$ cat src/core/bax_pkg.sv
package bax_pkg;

   // ----------------------------------------------------------------
   // opcode fields
   // ----------------------------------------------------------------
   localparam logic [5:0] OPC_ADD_WREG_TO_FILE   = 6'h09;  // 0010 01da
   localparam logic [5:0] OPC_OR_WREG_WITH_FILE  = 6'h04;  // 0001 00da
   localparam logic [7:0] OPC_OR_LITERAL_INTO_WREG = 8'h09; // 0000 1001
   localparam int OPC6_MSB = 15;
   localparam int OPC6_LSB = 10;
   localparam int OPC8_LSB = 8;
   localparam int DEST_BIT = 9;
   localparam int ACC_BIT  = 8;

   // ----------------------------------------------------------------
   // addressing
   // ----------------------------------------------------------------
   localparam logic [7:0] IDX_LIMIT   = 8'h5F;
   localparam logic [7:0] ACC_SPLIT   = 8'h60;
   localparam logic [3:0] ACC_HI_BANK = 4'hF;
   localparam logic [7:0] WREG_RST    = 8'h00;

   // ----------------------------------------------------------------
   // status flag positions
   // ----------------------------------------------------------------
   localparam int FLG_C    = 0;
   localparam int FLG_DIG  = 1;
   localparam int FLG_Z    = 2;
   localparam int FLG_OVFL = 3;
   localparam int FLG_N    = 4;
   localparam logic [4:0] STATUS_RST = 5'h00;

   // ----------------------------------------------------------------
   // types
   // ----------------------------------------------------------------
   typedef enum logic [1:0] {
      BAX_OP_NONE,
      BAX_OP_ADD_FILE,
      BAX_OP_OR_LIT,
      BAX_OP_OR_FILE
   } bax_op_t;

   typedef enum {
      BAX_Q1,
      BAX_Q2,
      BAX_Q3,
      BAX_Q4
   } bax_phase_t;

endpackage

$ cat src/core/bax_dec_if.sv
`timescale 1ns/1ps
`default_nettype none

// decoded fields passed from decoder to the core
interface bax_dec_if;
   bax_pkg::bax_op_t op;
   logic             dest_file;
   logic             acc_bit;
   logic [7:0]       fld;

   modport dec  (output op, output dest_file, output acc_bit, output fld);
   modport core (input op, input dest_file, input acc_bit, input fld);
endinterface

`default_nettype wire

$ cat src/core/bax_core.sv
// Overview of operation
// - add-to-file adds working register to file byte, sum to destination.
// - access bit clear uses access bank, set uses bank select register.
// - extended set, access clear, address at most 5Fh: indexed offset.
// - add-to-file updates negative, overflow, carry, digit carry, zero.
// - or-literal ORs immediate into working register, sets only N and Z.
// - or-file ORs working register with file byte, steered, N and Z only.
// - file address eight bits, destination and access single bits.
`timescale 1ns/1ps
`default_nettype none

module bax_core #(
   parameter int ADDR_W = 12
) (
   input  wire logic              sys_clk_i,
   input  wire logic              rst_b_i,
   input  wire logic              instr_valid_i,
   input  wire logic [15:0]       instr_i,
   input  wire logic              ext_set_en_i,
   input  wire logic [3:0]        bank_select_reg_i,
   input  wire logic [ADDR_W-1:0] index_base_i,
   input  wire logic [7:0]        file_rdata_i,
   output logic                   instr_ready_o,
   output logic                   file_rd_o,
   output logic                   file_wr_o,
   output logic [ADDR_W-1:0]      file_addr_o,
   output logic [7:0]             file_wdata_o,
   output logic [7:0]             wreg_o,
   output logic                   neg_flag_o,
   output logic                   overflow_flag_o,
   output logic                   carry_flag_o,
   output logic                   digit_carry_flag_o,
   output logic                   zero_flag_o,
   output logic                   illegal_o
);

   // ----------------------------------------------------------------
   // state
   // ----------------------------------------------------------------
   bax_pkg::bax_phase_t phase_reg;
   logic [15:0]         instr_reg;
   logic [7:0]          wreg_reg;
   logic [4:0]          status_reg;
   logic [7:0]          opnd_reg;
   logic [7:0]          result_reg;
   logic [4:0]          status_next;
   logic [7:0]          result_next;
   logic [ADDR_W-1:0]   addr_reg;
   logic [ADDR_W-1:0]   addr_next;
   logic                illegal_reg;
   logic [8:0]          sum9;
   logic [4:0]          sum_lo;

   // decoded fields of the latched word
   bax_dec_if dif ();

   // opcode and field decoder
   bax_decoder i_bax_decoder (
      .instr_i (instr_reg),
      .dec     (dif.dec)
   );

   // ----------------------------------------------------------------
   // four-phase sequencer
   // ----------------------------------------------------------------
   always_ff @(posedge sys_clk_i or negedge rst_b_i) begin
      if (!rst_b_i) begin
         phase_reg <= bax_pkg::BAX_Q1;
      end else begin
         unique case (phase_reg)
            bax_pkg::BAX_Q1: if (instr_valid_i) phase_reg <= bax_pkg::BAX_Q2;
            bax_pkg::BAX_Q2: phase_reg <= bax_pkg::BAX_Q3;
            bax_pkg::BAX_Q3: phase_reg <= bax_pkg::BAX_Q4;
            bax_pkg::BAX_Q4: phase_reg <= bax_pkg::BAX_Q1;
         endcase
      end
   end

   // instruction word latched in the decode phase
   always_ff @(posedge sys_clk_i or negedge rst_b_i) begin
      if (!rst_b_i) begin
         instr_reg <= '0;
      end else if (phase_reg == bax_pkg::BAX_Q1 && instr_valid_i) begin
         instr_reg <= instr_i;
      end
   end

   // new word accepted only while waiting in the decode phase
   assign instr_ready_o = (phase_reg == bax_pkg::BAX_Q1);

   // ----------------------------------------------------------------
   // file address generation
   // ----------------------------------------------------------------
   always_comb begin
      if (!dif.acc_bit && ext_set_en_i && dif.fld <= bax_pkg::IDX_LIMIT)
      begin
         addr_next = index_base_i + ADDR_W'(dif.fld);
      end else if (dif.acc_bit) begin
         addr_next = ADDR_W'({bank_select_reg_i, dif.fld});
      end else if (dif.fld < bax_pkg::ACC_SPLIT) begin
         addr_next = ADDR_W'(dif.fld);
      end else begin
         addr_next = ADDR_W'({bax_pkg::ACC_HI_BANK, dif.fld});
      end
   end

   // address held for the write-back phase
   always_ff @(posedge sys_clk_i or negedge rst_b_i) begin
      if (!rst_b_i) begin
         addr_reg <= '0;
      end else if (phase_reg == bax_pkg::BAX_Q2) begin
         addr_reg <= addr_next;
      end
   end

   // read strobe only for file operand opcodes
   assign file_addr_o = (phase_reg == bax_pkg::BAX_Q2) ? addr_next
                                                       : addr_reg;
   assign file_rd_o   = (phase_reg == bax_pkg::BAX_Q2) &&
                        (dif.op == bax_pkg::BAX_OP_ADD_FILE ||
                         dif.op == bax_pkg::BAX_OP_OR_FILE);

   // operand captured in the read phase
   always_ff @(posedge sys_clk_i or negedge rst_b_i) begin
      if (!rst_b_i) begin
         opnd_reg <= '0;
      end else if (phase_reg == bax_pkg::BAX_Q2) begin
         opnd_reg <= (dif.op == bax_pkg::BAX_OP_OR_LIT) ? dif.fld
                                                       : file_rdata_i;
      end
   end

   // ----------------------------------------------------------------
   // arithmetic and flags
   // ----------------------------------------------------------------
   // nine-bit sum for carry, nibble sum for digit carry
   assign sum9   = {1'b0, wreg_reg} + {1'b0, opnd_reg};
   assign sum_lo = {1'b0, wreg_reg[3:0]} + {1'b0, opnd_reg[3:0]};

   // result and flags for the process phase
   always_comb begin
      result_next = result_reg;
      status_next = status_reg;
      unique case (dif.op)
         bax_pkg::BAX_OP_ADD_FILE: begin
            result_next = sum9[7:0];
            status_next[bax_pkg::FLG_C]  = sum9[8];
            status_next[bax_pkg::FLG_DIG] = sum_lo[4];
            status_next[bax_pkg::FLG_OVFL] =
               (wreg_reg[7] == opnd_reg[7]) &&
               (sum9[7] != wreg_reg[7]);
            status_next[bax_pkg::FLG_N]  = sum9[7];
            status_next[bax_pkg::FLG_Z]  = (sum9[7:0] == 8'h00);
         end
         bax_pkg::BAX_OP_OR_LIT,
         bax_pkg::BAX_OP_OR_FILE: begin
            result_next = wreg_reg | opnd_reg;
            status_next[bax_pkg::FLG_N] = result_next[7];
            status_next[bax_pkg::FLG_Z] = (result_next == 8'h00);
         end
         bax_pkg::BAX_OP_NONE: begin
            result_next = result_reg;
         end
      endcase
   end

   // process phase: result and flags
   always_ff @(posedge sys_clk_i or negedge rst_b_i) begin
      if (!rst_b_i) begin
         result_reg <= '0;
         status_reg <= bax_pkg::STATUS_RST;
      end else if (phase_reg == bax_pkg::BAX_Q3) begin
         result_reg <= result_next;
         status_reg <= status_next;
      end
   end

   // ----------------------------------------------------------------
   // write-back to destination
   // ----------------------------------------------------------------
   always_ff @(posedge sys_clk_i or negedge rst_b_i) begin
      if (!rst_b_i) begin
         wreg_reg <= bax_pkg::WREG_RST;
      end else if (phase_reg == bax_pkg::BAX_Q4 &&
                   dif.op != bax_pkg::BAX_OP_NONE &&
                   (dif.op == bax_pkg::BAX_OP_OR_LIT ||
                    !dif.dest_file)) begin
         wreg_reg <= result_reg;
      end
   end

   // file write strobe and data for a file destination
   assign file_wr_o    = (phase_reg == bax_pkg::BAX_Q4) &&
                         dif.dest_file &&
                         (dif.op == bax_pkg::BAX_OP_ADD_FILE ||
                          dif.op == bax_pkg::BAX_OP_OR_FILE);
   assign file_wdata_o = result_reg;

   // unsupported opcode marker
   always_ff @(posedge sys_clk_i or negedge rst_b_i) begin
      if (!rst_b_i) begin
         illegal_reg <= 1'b0;
      end else if (phase_reg == bax_pkg::BAX_Q2) begin
         illegal_reg <= (dif.op == bax_pkg::BAX_OP_NONE);
      end
   end

   // registered outputs
   assign illegal_o          = illegal_reg;
   assign wreg_o             = wreg_reg;
   assign neg_flag_o         = status_reg[bax_pkg::FLG_N];
   assign overflow_flag_o    = status_reg[bax_pkg::FLG_OVFL];
   assign carry_flag_o       = status_reg[bax_pkg::FLG_C];
   assign digit_carry_flag_o = status_reg[bax_pkg::FLG_DIG];
   assign zero_flag_o        = status_reg[bax_pkg::FLG_Z];

endmodule

`default_nettype wire

$ cat src/core/bax_decoder.sv
`timescale 1ns/1ps
`default_nettype none

module bax_decoder (
   input  wire logic [15:0] instr_i,
   bax_dec_if.dec           dec
);

   // ----------------------------------------------------------------
   // opcode decode
   // ----------------------------------------------------------------
   always_comb begin
      dec.op = bax_pkg::BAX_OP_NONE;
      if (instr_i[bax_pkg::OPC6_MSB:bax_pkg::OPC6_LSB] ==
          bax_pkg::OPC_ADD_WREG_TO_FILE) begin
         dec.op = bax_pkg::BAX_OP_ADD_FILE;
      end else if (instr_i[bax_pkg::OPC6_MSB:bax_pkg::OPC6_LSB] ==
                   bax_pkg::OPC_OR_WREG_WITH_FILE) begin
         dec.op = bax_pkg::BAX_OP_OR_FILE;
      end else if (instr_i[bax_pkg::OPC6_MSB:bax_pkg::OPC8_LSB] ==
                   bax_pkg::OPC_OR_LITERAL_INTO_WREG) begin
         dec.op = bax_pkg::BAX_OP_OR_LIT;
      end
   end

   // field extraction
   assign dec.dest_file = instr_i[bax_pkg::DEST_BIT];
   assign dec.acc_bit   = instr_i[bax_pkg::ACC_BIT];
   assign dec.fld       = instr_i[7:0];

endmodule

`default_nettype wire

$ cat config.mk
export PLATFORM = sky130hd
export DESIGN_NAME = bax_core
export DESIGN_NICKNAME = d
export VERILOG_FILES = /design/src/core/bax_pkg.sv /design/src/core/bax_dec_if.sv /design/src/core/bax_core.sv /design/src/core/bax_decoder.sv
export SDC_FILE = /design/constraint.sdc
export NUM_CORES = 1
export LEC_CHECK = 0
export ABC_AREA = 1
export BUFFER_PORTS_ARGS = -buffer_cell sky130_fd_sc_hd__buf_2
export CAP_MARGIN = 20
export CORE_MARGIN = 2
export CORE_UTILIZATION = 42
export DETAILED_ROUTE_END_ITERATION = 7
export PLACE_DENSITY = 0.74
export RECOVER_POWER = 50
export SKIP_LAST_GASP = 1
export SLEW_MARGIN = 10
export SYNTH_ARGS = -nofsm -noshare
export SYNTH_HDL_FRONTEND = slang
export SYNTH_SLANG_ARGS = --single-unit
$ cat constraint.sdc
create_clock -name sys_clk_i -period 2.2 [get_ports sys_clk_i]
set_input_delay 0.11 -clock sys_clk_i [delete_from_list [all_inputs] [get_ports sys_clk_i]]
set_output_delay 0.11 -clock sys_clk_i [all_outputs]
set_load 0.1 [all_outputs]
# Word level (Yosys, flattened, before mapping)
# Index checks and enable logic that the tools add are counted.
# classes
n_bitwise	2
reduce_logical	24
eq_ne	15
n_addsub	3
order_cmp	2
n_mux	13
# op_table
operator	n
case mux 32 bit (4 select lines)	1
== test 32 x 2 -> 1 bit (second input constant)	3
== test 32 x 3 -> 1 bit (second input constant)	2
logical NOT 32 bit	2
2-to-1 mux 12 bit	4
== test 32 x 1 -> 1 bit (second input constant)	1
2-to-1 mux 32 bit	1
logical NOT 8 bit	2
case mux 8 bit (2 select lines)	1
adder 12 x 8 -> 12 bit	1
adder 8 x 8 -> 9 bit	1
logical AND 1 bit	9
== test 8 x 4 -> 1 bit (second input constant)	1
<= comparator 8 x 7 -> 1 bit (second input constant)	1
less-than comparator 8 x 7 -> 1 bit (second input constant)	1
2-to-1 mux 8 bit	1
bitwise OR 8 bit	1
== test 6 x 3 -> 1 bit (second input constant)	1
== test 6 x 4 -> 1 bit (second input constant)	1
2-to-1 mux 2 bit	3
AND reduction 2 bit	3
adder 4 x 4 -> 5 bit	1
== test 2 bit (second input constant)	2
case mux 1 bit (2 select lines)	2
10 further kinds	13
# totals
regBits	90
in_bits	44
wordCells	68

# Longest topological paths before layout
# Gate-level depths: netlist (run 1).
# depth
word_depth	8
mapped_depth	12
depth_no_buf	12

# Hierarchy
# From an unflattened synthesis (run 1), not the netlist that was laid out.
# unflattened
cells_unflattened	508
hier_area_um2	3913.8
# modules_own_cells
module	area_per_inst_um2	seq_area_each_um2	n_inst	cells_each
bax_core	3751.1	1476.4	1	476
bax_decoder	162.7	0.0	1	32

# Worst setup path after synthesis (run 1)
# No wires, ideal clock.
# synth_path
path_kind	reg-to-reg
start	reg instr_reg[0]
end	reg addr_reg[4]
required_time_ns	1.847
stages_incl_launch_ff	8
path_buffers	0
arrival_ns	3.529
setup_slack_ns	-1.682
cell_sequence	dfrtp_1 ha_1 inv_1 fa_1 o21ai_1 xor2_1 nor2_1 o21ai_0
# synth_via
elab_chain_cells	4
elab_cells_between_ends	5
cone_classes	add/sub (1); order compare (1); mux (2); reduce/logical (1)
# synth_lines
item	line	source
start: declaration	bax_core.sv:41	logic [15:0] instr_reg;
start signal: assignment	bax_core.sv:84	instr_reg <= instr_i;
parallel branches: the longest is 2 deep, another holds adder 12 x 8 -> 12 bit	--	
2-to-1 mux 12 bit (*)	bax_core.sv:95	if (!dif.acc_bit && ext_set_en_i && dif.fld <= bax_pkg::IDX_LIMIT)
2-to-1 mux 12 bit (*)	--	
net file_addr_o[4]	bax_core.sv:26	output logic [ADDR_W-1:0] file_addr_o,
end signal: assignment	bax_core.sv:112	addr_reg <= addr_next;
end: declaration	bax_core.sv:48	logic [ADDR_W-1:0] addr_reg;
# Mark *: on every way through the listed nets, which the timed path passes.
# A chain may end at the register's enable or synchronous reset.

# Final worst setup path (run 1)
# layout_path
start	reg instr_reg[4]
end	out file_addr_o[11]
# layout_via
elab_chain_cells	5
elab_cells_between_ends	8
cone_classes	add/sub (1); order compare (2); mux (4); reduce/logical (1)
# layout_lines
item	line	source
less-than comparator 8 x 7 -> 1 bit	bax_core.sv:100	end else if (dif.fld < bax_pkg::ACC_SPLIT) begin
2-to-1 mux 12 bit	bax_core.sv:100	
2-to-1 mux 12 bit	bax_core.sv:98	end else if (dif.acc_bit) begin
2-to-1 mux 12 bit (*)	bax_core.sv:95	
2-to-1 mux 12 bit (*)	--	
end: declaration	bax_core.sv:26	
# Every way passes the cells marked *; elsewhere a longest branch is shown, timed or not.

==> run summary, run 1 <==
Status - finished with violations
Failing checks - setup timing
YS warnings - 0
Initial antenna violation count - 0
Unrepaired setup endpoints after global routing - true
Clock period minus worst slack - 2.300 ns
Setup TNS - -0.4045 ns
Number of library cell types mapped by synthesis - 33
IO buf count - 80
Cells after Synth - 490
Die Height - 97.62 um
Worst hold path endpoint - instr_reg[14]$_DFFE_PN0P_
Total of fill cells in the finished design - 800
Area contributors post-synth - dfrtp_1, nand2_1, ha_1
Syn avg cell area - 7.512 um2
R2R depth - 10
Die width - 97.62 um
Yosys reg bits - 59
Syn Nets - 564
Setup-failing EPs final - 6
Worst setup SP type - flop
Reg2Reg Launch Point - wreg_o[0]$_DFFE_PN0P_
Post-DRT Antenna Nets - 0
Share of the yosys chip area belonging to registers - 40.11%
Layout Skew - 0.008805 ns
Clk slew on worst S/H paths - 0.07 ns
HP Start - instr_i[14]
Slowest CP cell - dfrtp_1
Setup Crit Path Kind - reg2out
Fin crit share - 104.6%
Worst Path Required - 2.09 ns
Post-route DRC - 0
Max-slew violation count - 0
Crit end category - output port
Fmax - 434.7 MHz
Die area - 0.009530 mm2
Post-DP HPWL - 7.583 mm
Number of clock sinks - 59
FP Rows - 34
CTS H-tree lvls - 3
Via-per-instance ratio - 5.063
Count leader, synth - nand2_1
Area grow syn2layout - 32.80%
Drt total wl - 9.867 mm
Vias in the first global route - 3516
TritonRoute pass-1 iters - 4
Worst Setup Slack, final - -0.1005 ns
Ports - 81
Mapped cell area - 0.003681 mm2
Largest net degree at the start of global routing - 43
EDFF count, synth - 0
CTS tree - built
Largest area contributor in the netlist - dfrtp_1
Hold path cells - 3
CP peak stage delay - 0.44 ns
1st-iter DRT viols - 164
Leading register cell type out of synthesis - dfrtp_1
Crit-path cells - ha_4 -> nand2_1 -> nand2_1 -> nand2_1 -> nand2_1 -> nand2_1 -> nand4_1 -> nand3_1 -> a21oi_4 -> buf_12
Maxcap violations - 0
Gr ovfl total - 0
Max reg flops - 16
Hold slack - 0.02262 ns
RR Endpoint - status_reg[2]$_DFFE_PN0P_
First-pass GRT wire length - 16.10 mm
Least-Margin Pin Slew - 1.186 ns
Nets - 660
TritonCTS Buffers - 9
Core footprint - 0.008593 mm2
Crit Path Max Fanout - 4
Final hold violation count - 0
Area share of the leading cell type in the synthesized netlist - 40.11%
DR WL/cell - 14.16 um
FFs w/ async S/R, synth - 100.0%
Reg-to-reg slack, setup - 0.14 ns
Clk root buf - clkbuf_8
GP Congestion - 0.8753
Critical Path Most Common Cell - nand2_1
HP Class - in2reg
Initial Utilization - 42.84%
Synth top cells by count - nand2_1, inv_1, nor2_1, dfrtp_1, a21oi_1
CTS Buffer Depth - 2
Post-route cell area - 0.004888 mm2
Antenna fix cells - 0
Share of layout cells above drive strength 1 - 25.13%
Vias - 3529
Worst skew pair latency - 0.33 ns
DP Area - 0.004513 mm2
CP arrival - 2.19 ns
Aggregate global-route resource usage - 20.98%
Slew HR - 21.26%
[per-layer routing]
metal | share of wire [%] | up-vias | global-route usage, %
met5 | 0 | - | 0
met4 | 2.2 | 0 | 7.799
met3 | 5.1 | 20 | 4.532
met2 | 48 | 119 | 34.43
met1 | 44 | 1629 | 27.25
li1 | - | 1761 | -
[cells in the final DEF (no fill, tap or decap), types with 5 or more instances in the layout]
cell | Yosys | final
inv_2 | 2 | 6
nand2_1 | 99 | 94
dfrtp_1 | 59 | 57
clkbuf_1 | 6 | 12
nand4_1 | 6 | 6
buf_2 | 2 | 55
buf_12 | 0 | 13
clkbuf_8 | 0 | 11
inv_1 | 72 | 68
nand2_2 | 0 | 5
nand3_1 | 22 | 19
buf_4 | 2 | 14
ha_4 | 0 | 6
ha_1 | 28 | 20
o21ai_0 | 39 | 32
o21ai_1 | 7 | 7
a21oi_1 | 53 | 46
nor2_1 | 63 | 60
[layout make-up]
| type | instances | area (um2) | area share (%) |
|---|---|---|---|
| well taps | 108 | 135.1 | 2.764 |
| flip-flops and latches | 59 | 1481 | 30.30 |
| multi-input cells | 345 | 2115 | 43.26 |
| repair buffers | 97 | 713.2 | 14.59 |
| clock buffers | 11 | 151.4 | 3.097 |
| inverters | 74 | 277.8 | 5.682 |
| clock inverters | 3 | 15.01 | 0.3071 |
[per-stage QoR]
stage | utilization (%) | std cells | worst slack [ns]
2_1_floorplan | - | 490 | -0.007519
3_3_place_gp | 52.52 | 672 | 0.1939
3_5_place_dp | 52.52 | 672 | 0.1154
4_1_cts | 56.26 | 693 | -0.1052
5_1_grt | 56.89 | 697 | -0.2132
6_report | 56.89 | 697 | -0.1005
[logic make-up (layout without fill, tap and decap cells)]
logic type / count (synthesis) / in the layout / synth area share, %
DFF: 59 / 59 / 40.11
xor gates and xnor gates: 7 / 7 / 1.666
AOI/OAI and AO/OA: 107 / 107 / 14.99
muxes: 1 / 1 / 0.3059
buffers and inverters: 86 / 185 / 9.449
adders and majority gates: 30 / 30 / 10.61
and+or+nand+nor: 200 / 200 / 22.88
[how the worst max path moves through the flow]
| stage | start | end | slack, ns | cells after the start |
|---|---|---|---|---|
| 2_1_floorplan | instr_reg[0]$_DFFE_PN0P_ | addr_reg[10]$_DFF_PN0_ | -0.008 | 10 |
| 3_3_place_gp | instr_reg[0]$_DFFE_PN0P_ | file_addr_o[10] | 0.19 | 11 |
| 3_5_place_dp | instr_reg[0]$_DFFE_PN0P_ | file_addr_o[10] | 0.12 | 11 |
| 4_1_cts | instr_reg[0]$_DFFE_PN0P_ | file_addr_o[10] | -0.11 | 11 |
| 5_1_grt | instr_reg[4]$_DFFE_PN0P_ | file_addr_o[7] | -0.21 | 10 |
| 6_report | instr_reg[4]$_DFFE_PN0P_ | file_addr_o[11] | -0.10 | 10 |
[worst max-delay path, delay by kind of cell (launching register included)]
family	cells	cell delay, ns
flip-flops	1	0.44
AND/OR/NAND/NOR	7	0.70
AO/OA/AOI/OAI	1	0.21
adder cells (fa/ha/maj)	1	0.32
buffers and inverters	1	0.19
[what timing repair did]
| action | in CTS | in global routing |
|---|---|---|
| resized for setup | 16 | 14 |
| setup endpoints to repair | 8 | 13 |
| pin swaps | 7 | 9 |
| endpoints found under the hold margin | 18 | 0 |
| cloned | 0 | 0 |
| hold buffers | 2 | 0 |
| setup buffers | 5 | 4 |
Power of run 1 is left out: the tool's default activity adds up to more than one toggle a clock period on the data nets, which glitch-free logic cannot reach.
==> inputs of run 2 (changes only) <==
--- a/config.mk
+++ b/config.mk
@@ -12,7 +12,7 @@
 export CORE_UTILIZATION = 42
 export DETAILED_ROUTE_END_ITERATION = 7
 export PLACE_DENSITY = 0.74
-export RECOVER_POWER = 50
+export RECOVER_POWER = 25
 export SKIP_LAST_GASP = 1
 export SLEW_MARGIN = 10
 export SYNTH_ARGS = -nofsm -noshare
==> run 2 against run 1 <==
First-iteration DRC count increased by 6.1%. Critical path depth unchanged. Non-clock buffer count unchanged. Core utilization rose by 0.16 points. Hold slack better by 0.00065 ns. The flow still finishes with violations (setup timing). Routed wire length shrank 0.39%. Final cell count stayed put.
==> run summary, run 2 (synthesized netlist as in run 1, its figures left out) <==
CP Capture Point - file_addr_o[11]
Setup-failing EPs final - 6 (unchanged)
CTS H-tree lvls - 3 (unchanged)
Gr ovfl total - 0 (unchanged)
Worst Setup SP - instr_reg[4]$_DFFE_PN0P_
Worst Setup Slack, final - -0.09604 ns (+0.004432 ns)
Max reg flops - 16 (unchanged)
Post-DP HPWL - 7.583 mm (unchanged)
Setup Crit Path Kind - reg2out
Clock period minus worst slack - 2.296 ns (-0.004432 ns)
Crit-path cells - ha_4 -> nand2_1 -> nand2_1 -> nand2_1 -> nand2_1 -> nand2_1 -> nand4_1 -> nand3_1 -> a21oi_4 -> buf_12
Crit end category - output port
Reg-to-reg slack, setup - 0.14 ns (about the same)
Drt total wl - 9.829 mm (-0.39%)
Reg2Reg Launch Point - wreg_o[0]$_DFFE_PN0P_
1st-iter DRT viols - 174 (+6.1%)
TritonRoute pass-1 iters - 4 (unchanged)
Aggregate global-route resource usage - 20.98% (unchanged)
Slew HR - 35.96% (+15 points)
Final hold violation count - 0 (unchanged)
GP Congestion - 0.8753 (unchanged)
CTS Buffer Depth - 2 (unchanged)
IO buf count - 80 (unchanged)
FP Rows - 34 (unchanged)
Failing checks - setup timing
Post-DRT Antenna Nets - 0 (unchanged)
Layout Skew - 0.008556 ns (-0.0002492 ns)
Maxcap violations - 0 (unchanged)
Commonest cells after routing, fill and taps aside - nand2_1, inv_1, buf_2
Via-per-instance ratio - 5.053 (-0.20%)
Worst skew pair latency - 0.33 ns (about the same)
Crit Path Max Fanout - 4 (unchanged)
Worst setup SP type - flop
CP peak stage delay - 0.44 ns (about the same)
Clk slew on worst S/H paths - 0.07 ns (about the same)
Ports - 81 (unchanged)
Vias - 3522 (-0.20%)
Die area - 0.009530 mm2 (unchanged)
Largest net degree at the start of global routing - 43 (unchanged)
R2R depth - 10 (unchanged)
Fmax - 435.5 MHz (+0.19%)
Max-slew violation count - 0 (unchanged)
Worst Path Required - 2.09 ns (about the same)
HP Class - in2reg
Antenna fix cells - 0 (unchanged)
Nets - 660 (unchanged)
Fin crit share - 104.4% (-0.20 points)
Setup TNS - -0.4127 ns (-0.008162 ns)
CTS tree - built
Initial Utilization - 42.84% (unchanged)
Setup Slack @ Placement - 0.1154 ns (unchanged)
Initial antenna violation count - 0 (unchanged)
Core footprint - 0.008593 mm2 (unchanged)
Unrepaired setup endpoints after global routing - true
Slowest CP cell - dfrtp_1
Critical Path Most Common Cell - nand2_1
First-pass GRT wire length - 16.10 mm (unchanged)
Clk root buf - clkbuf_8
TritonCTS Buffers - 9 (unchanged)
Vias in the first global route - 3516 (unchanged)
Core Util, Final - 57.05% (+0.16 points)
Number of clock sinks - 59 (unchanged)
Area grow syn2layout - 33.17%
CP arrival - 2.19 ns (about the same)
Die width - 97.62 um (unchanged)
Share of layout cells above drive strength 1 - 26.99% (+1.9 points)
Die Height - 97.62 um (unchanged)
Least-Margin Pin Slew - 0.9606 ns (-0.2256 ns)
Commonest non-fill, non-tap cell in the layout - nand2_1
Status - finished with violations
DR WL/cell - 14.10 um (-0.39%)
RR Endpoint - status_reg[2]$_DFFE_PN0P_
Post-route DRC - 0 (unchanged)
[run 2: worst max-delay path: cells and delay by family (launching register included)]
kind            cells  cell delay (ns)
compound gates      1             0.21
fa+ha+maj           1             0.32
buf+inv             1             0.19
flops               1             0.44
simple gates        7             0.70
[run 2: metrics by stage]
step,hold slack (ns),instance area (um2),cells
6_report,0.02327,4902,697
4_1_cts,0.01148,4835,693
5_1_grt,0.02045,4902,697
3_5_place_dp,0.07402,4513,672
2_1_floorplan,-0.1856,3795,490
3_3_place_gp,0.06694,4513,672
[run 2: repair_timing]
action / in CTS / in global routing
buffers inserted: 5 / 4
hold endpoints to repair: 18 / 0
endpoints found under the setup margin: 8 / 13
pin swaps: 7 / 9
resized for setup: 16 / 14
hold buffers: 2 / 0
gates cloned: 0 / 0
[run 2: how the worst min path moves through the flow]
| stage | from | end | slack [ns] | depth (start not counted) |
|---|---|---|---|---|
| CTS | instr_i[14] | instr_reg[14]$_DFFE_PN0P_ | 0.01 | 3 |
| detailed placement | rst_b_i | file_wdata_o[1]$_DFFE_PN0P_ | 0.07 | 1 |
| global route | instr_i[14] | instr_reg[14]$_DFFE_PN0P_ | 0.02 | 3 |
| global placement | rst_b_i | file_wdata_o[1]$_DFFE_PN0P_ | 0.07 | 1 |
| finish | instr_i[14] | instr_reg[14]$_DFFE_PN0P_ | 0.02 | 3 |
| floorplan | rst_b_i | addr_reg[0]$_DFF_PN0_ | -0.19 | 0 |
[run 2: layer usage]
| layer | track usage, % | routed length [um] | vias up |
|---|---|---|---|
| li1 | - | - | 1763 |
| met1 | 27.25 | 4386 | 1630 |
| met2 | 34.43 | 4771 | 106 |
| met3 | 4.532 | 442 | 23 |
| met4 | 7.799 | 228 | 0 |
| met5 | 0 | 0 | - |
[run 2: area by class of cell]
type / count / area (um2)
Clock inverter: 3 / 15.01
Multi-Input combinational cell: 345 / 2115
Sequential cell: 59 / 1481
Tap cell: 108 / 135.1
Fill cell: 798 / 3691
Clock buffer: 11 / 151.4
Timing Repair Buffer: 97 / 726.9
Inverter: 74 / 277.8
Power of run 2 is left out for the same reason.
==> inputs of run 3 (changes only) <==
--- a/config.mk
+++ b/config.mk
@@ -13,6 +13,7 @@
 export DETAILED_ROUTE_END_ITERATION = 7
 export PLACE_DENSITY = 0.74
 export RECOVER_POWER = 25
+export SETUP_SLACK_MARGIN = 0.02
 export SKIP_LAST_GASP = 1
 export SLEW_MARGIN = 10
 export SYNTH_ARGS = -nofsm -noshare
==> run 3 against run 2 <==
The flow still finishes with violations (setup timing). Critical path depth rose by 1. Cell area rose by 2.8%. Routed wire length is 2.6% higher. Die area did not move. Core utilization is 1.6 points higher. Final cell count up 0.86%.
==> run summary, run 3 (synthesized netlist as in run 1, its figures left out) <==
Maxcap violations - 0 (unchanged)
Slowest CP cell - fa_2
DP Area - 0.004519 mm2 (+0.14%)
Hold path cells - 3 (unchanged)
Register Area - 0.001485 mm2 (+0.25%)
Worst setup SP type - flop
HP Start - instr_i[14]
Drt total wl - 10.09 mm (+2.6%)
Ports - 81 (unchanged)
Antenna fix cells - 0 (unchanged)
Post-route cell area - 0.005040 mm2 (+2.8%)
Clk root buf - clkbuf_8
CP top delay family - adder cells
First-pass GRT wire length - 15.84 mm (-1.6%)
Via-per-instance ratio - 5.142 (+1.8%)
GP Congestion - 0.8920 (+1.9%)
Crit Path Max Fanout - 3 (-1)
1st-iter DRT viols - 176 (+1.1%)
TritonRoute pass-1 iters - 5 (+1)
Die width - 97.62 um (unchanged)
Reg2Reg Launch Point - wreg_o[0]$_DFFE_PN0P_
Die Height - 97.62 um (unchanged)
Worst hold path endpoint - instr_reg[14]$_DFFE_PN0P_
Initial Utilization - 42.84% (unchanged)
Vias in the first global route - 3428 (-2.5%)
Layout Skew - 0.01116 ns (+0.002599 ns)
Post-route DRC - 0 (unchanged)
Largest net degree at the start of global routing - 24 (-44%)
Aggregate global-route resource usage - 20.42% (-0.55 points)
IO buf count - 80 (unchanged)
Slew HR - 27.45% (-8.5 points)
Commonest cells after routing, fill and taps aside - nand2_1, inv_1, buf_2
HP Class - in2reg
Fin crit share - 108.4% (+4.0 points)
Area of the multi-input gates - 0.002188 mm2 (+3.5%)
Crit end category - output port
Setup Slack @ Placement - 0.09217 ns (-0.02327 ns)
FP Rows - 34 (unchanged)
Failing checks - setup timing
R2R depth - 10 (unchanged)
Status - finished with violations
Crit-path cells - ha_2 -> inv_2 -> fa_2 -> o21ai_4 -> nand2_2 -> nand2_2 -> nand2_1 -> nand2_1 -> nand3_2 -> a21oi_4 -> buf_12
CTS H-tree lvls - 3 (unchanged)
Max-slew violation count - 0 (unchanged)
Initial antenna violation count - 0 (unchanged)
CTS Buffer Depth - 2 (unchanged)
Nets - 664 (+0.61%)
Post-DRT Antenna Nets - 0 (unchanged)
Core footprint - 0.008593 mm2 (unchanged)
CP arrival - 2.27 ns (+0.08 ns)
CP peak stage delay - 0.38 ns (-0.06 ns)
CP bufs+invs - 2 (+1)
CTS tree - built
Worst skew pair latency - 0.33 ns (about the same)
Clock period minus worst slack - 2.385 ns (+0.08853 ns)
Post-DP HPWL - 7.391 mm (-2.5%)
RR Endpoint - status_reg[2]$_DFFE_PN0P_
Share of layout cells above drive strength 1 - 29.75% (+2.8 points)
Fmax - 419.4 MHz (-3.7%)
Max reg flops - 16 (unchanged)
Worst Setup Slack, final - -0.1846 ns (-0.08853 ns)
Gr ovfl total - 0 (unchanged)
Unrepaired setup endpoints after global routing - true
Total of fill cells in the finished design - 788 (-1.3%)
Least-Margin Pin Slew - 1.088 ns (+0.1277 ns)
Worst Path Required - 2.09 ns (about the same)
Vias - 3615 (+2.6%)
Clk slew on worst S/H paths - 0.06 ns (about the same)
Die area - 0.009530 mm2 (unchanged)
Commonest non-fill, non-tap cell in the layout - nand2_1
Area grow syn2layout - 36.91%
DR WL/cell - 14.35 um (+1.7%)
Number of clock sinks - 59 (unchanged)
Setup Crit Path Kind - reg2out
Final hold violation count - 0 (unchanged)
Reg-to-reg slack, setup - 0.15 ns (about the same)
TritonCTS Buffers - 9 (unchanged)
Setup-failing EPs final - 6 (unchanged)
## run 3: changes by cell type in the layout (fill, tap and decap cells not counted), moves of 3 or more
cell,previous run,this run
nand2_1,94,89
buf_4,14,18
nor2_1,60,56
clkbuf_1,1,4
dfrtp_1,57,54
dfrtp_2,1,4
nand2_2,5,8
nand3_1,19,16
## run 3: per-stage QoR
| step | utilization [%] | std cells | hold WS, ns | TNS [ns] |
|---|---|---|---|---|
| after global placement | 52.59 | 673 | 0.08363 | 0 |
| after floorplan | - | 490 | -0.1856 | -0.007519 |
| after detailed placement | 52.59 | 673 | 0.09024 | 0 |
| after global routing | 58.65 | 703 | 0.02031 | -1.395 |
| after CTS | 56.84 | 696 | 0.02413 | -0.3714 |
| final | 58.65 | 703 | 0.02620 | -0.6667 |
## run 3: final cells by class
class	instances	area share [%]
flip-flops and latches	59	29.47
clock buffers	14	3.227
repair buffers	101	15.00
multi-input cells	345	43.42
inverters	74	5.511
well taps	108	2.681
clock inverters	2	0.6951
## run 3: how the worst max path moves through the flow
stage | start | to | slack (ns) | cells after the start
after floorplan | instr_reg[0]$_DFFE_PN0P_ | addr_reg[10]$_DFF_PN0_ | -0.008 | 10
after global placement | instr_reg[0]$_DFFE_PN0P_ | file_addr_o[10] | 0.17 | 11
after detailed placement | instr_reg[0]$_DFFE_PN0P_ | file_addr_o[10] | 0.09 | 11
after CTS | instr_reg[0]$_DFFE_PN0P_ | file_addr_o[10] | -0.11 | 11
after global routing | instr_reg[0]$_DFFE_PN0P_ | file_addr_o[10] | -0.30 | 11
final | instr_reg[0]$_DFFE_PN0P_ | file_addr_o[10] | -0.18 | 11
## run 3: what timing repair did
action / in CTS / in global routing
hold buffers: 1 / 0
pin swaps: 6 / 20
buffers inserted: 6 / 8
endpoints found under the setup margin: 8 / 12
resized for setup: 17 / 29
hold endpoints to repair: 19 / 0
## run 3: routing by layer
metal	vias to the layer above	track usage (%)	part of all wire, %
met5	-	0	0
met4	0	7.051	2.2
met3	21	2.950	5.3
met2	131	33.42	48
met1	1693	27.78	44
li1	1770	-	-
## run 3: worst min-delay path, cell delays in order
cell,delay (ns)
buf_2,0.08
nor2_1,0.03
a21oi_1,0.09
Power of run 3 is left out for the same reason.
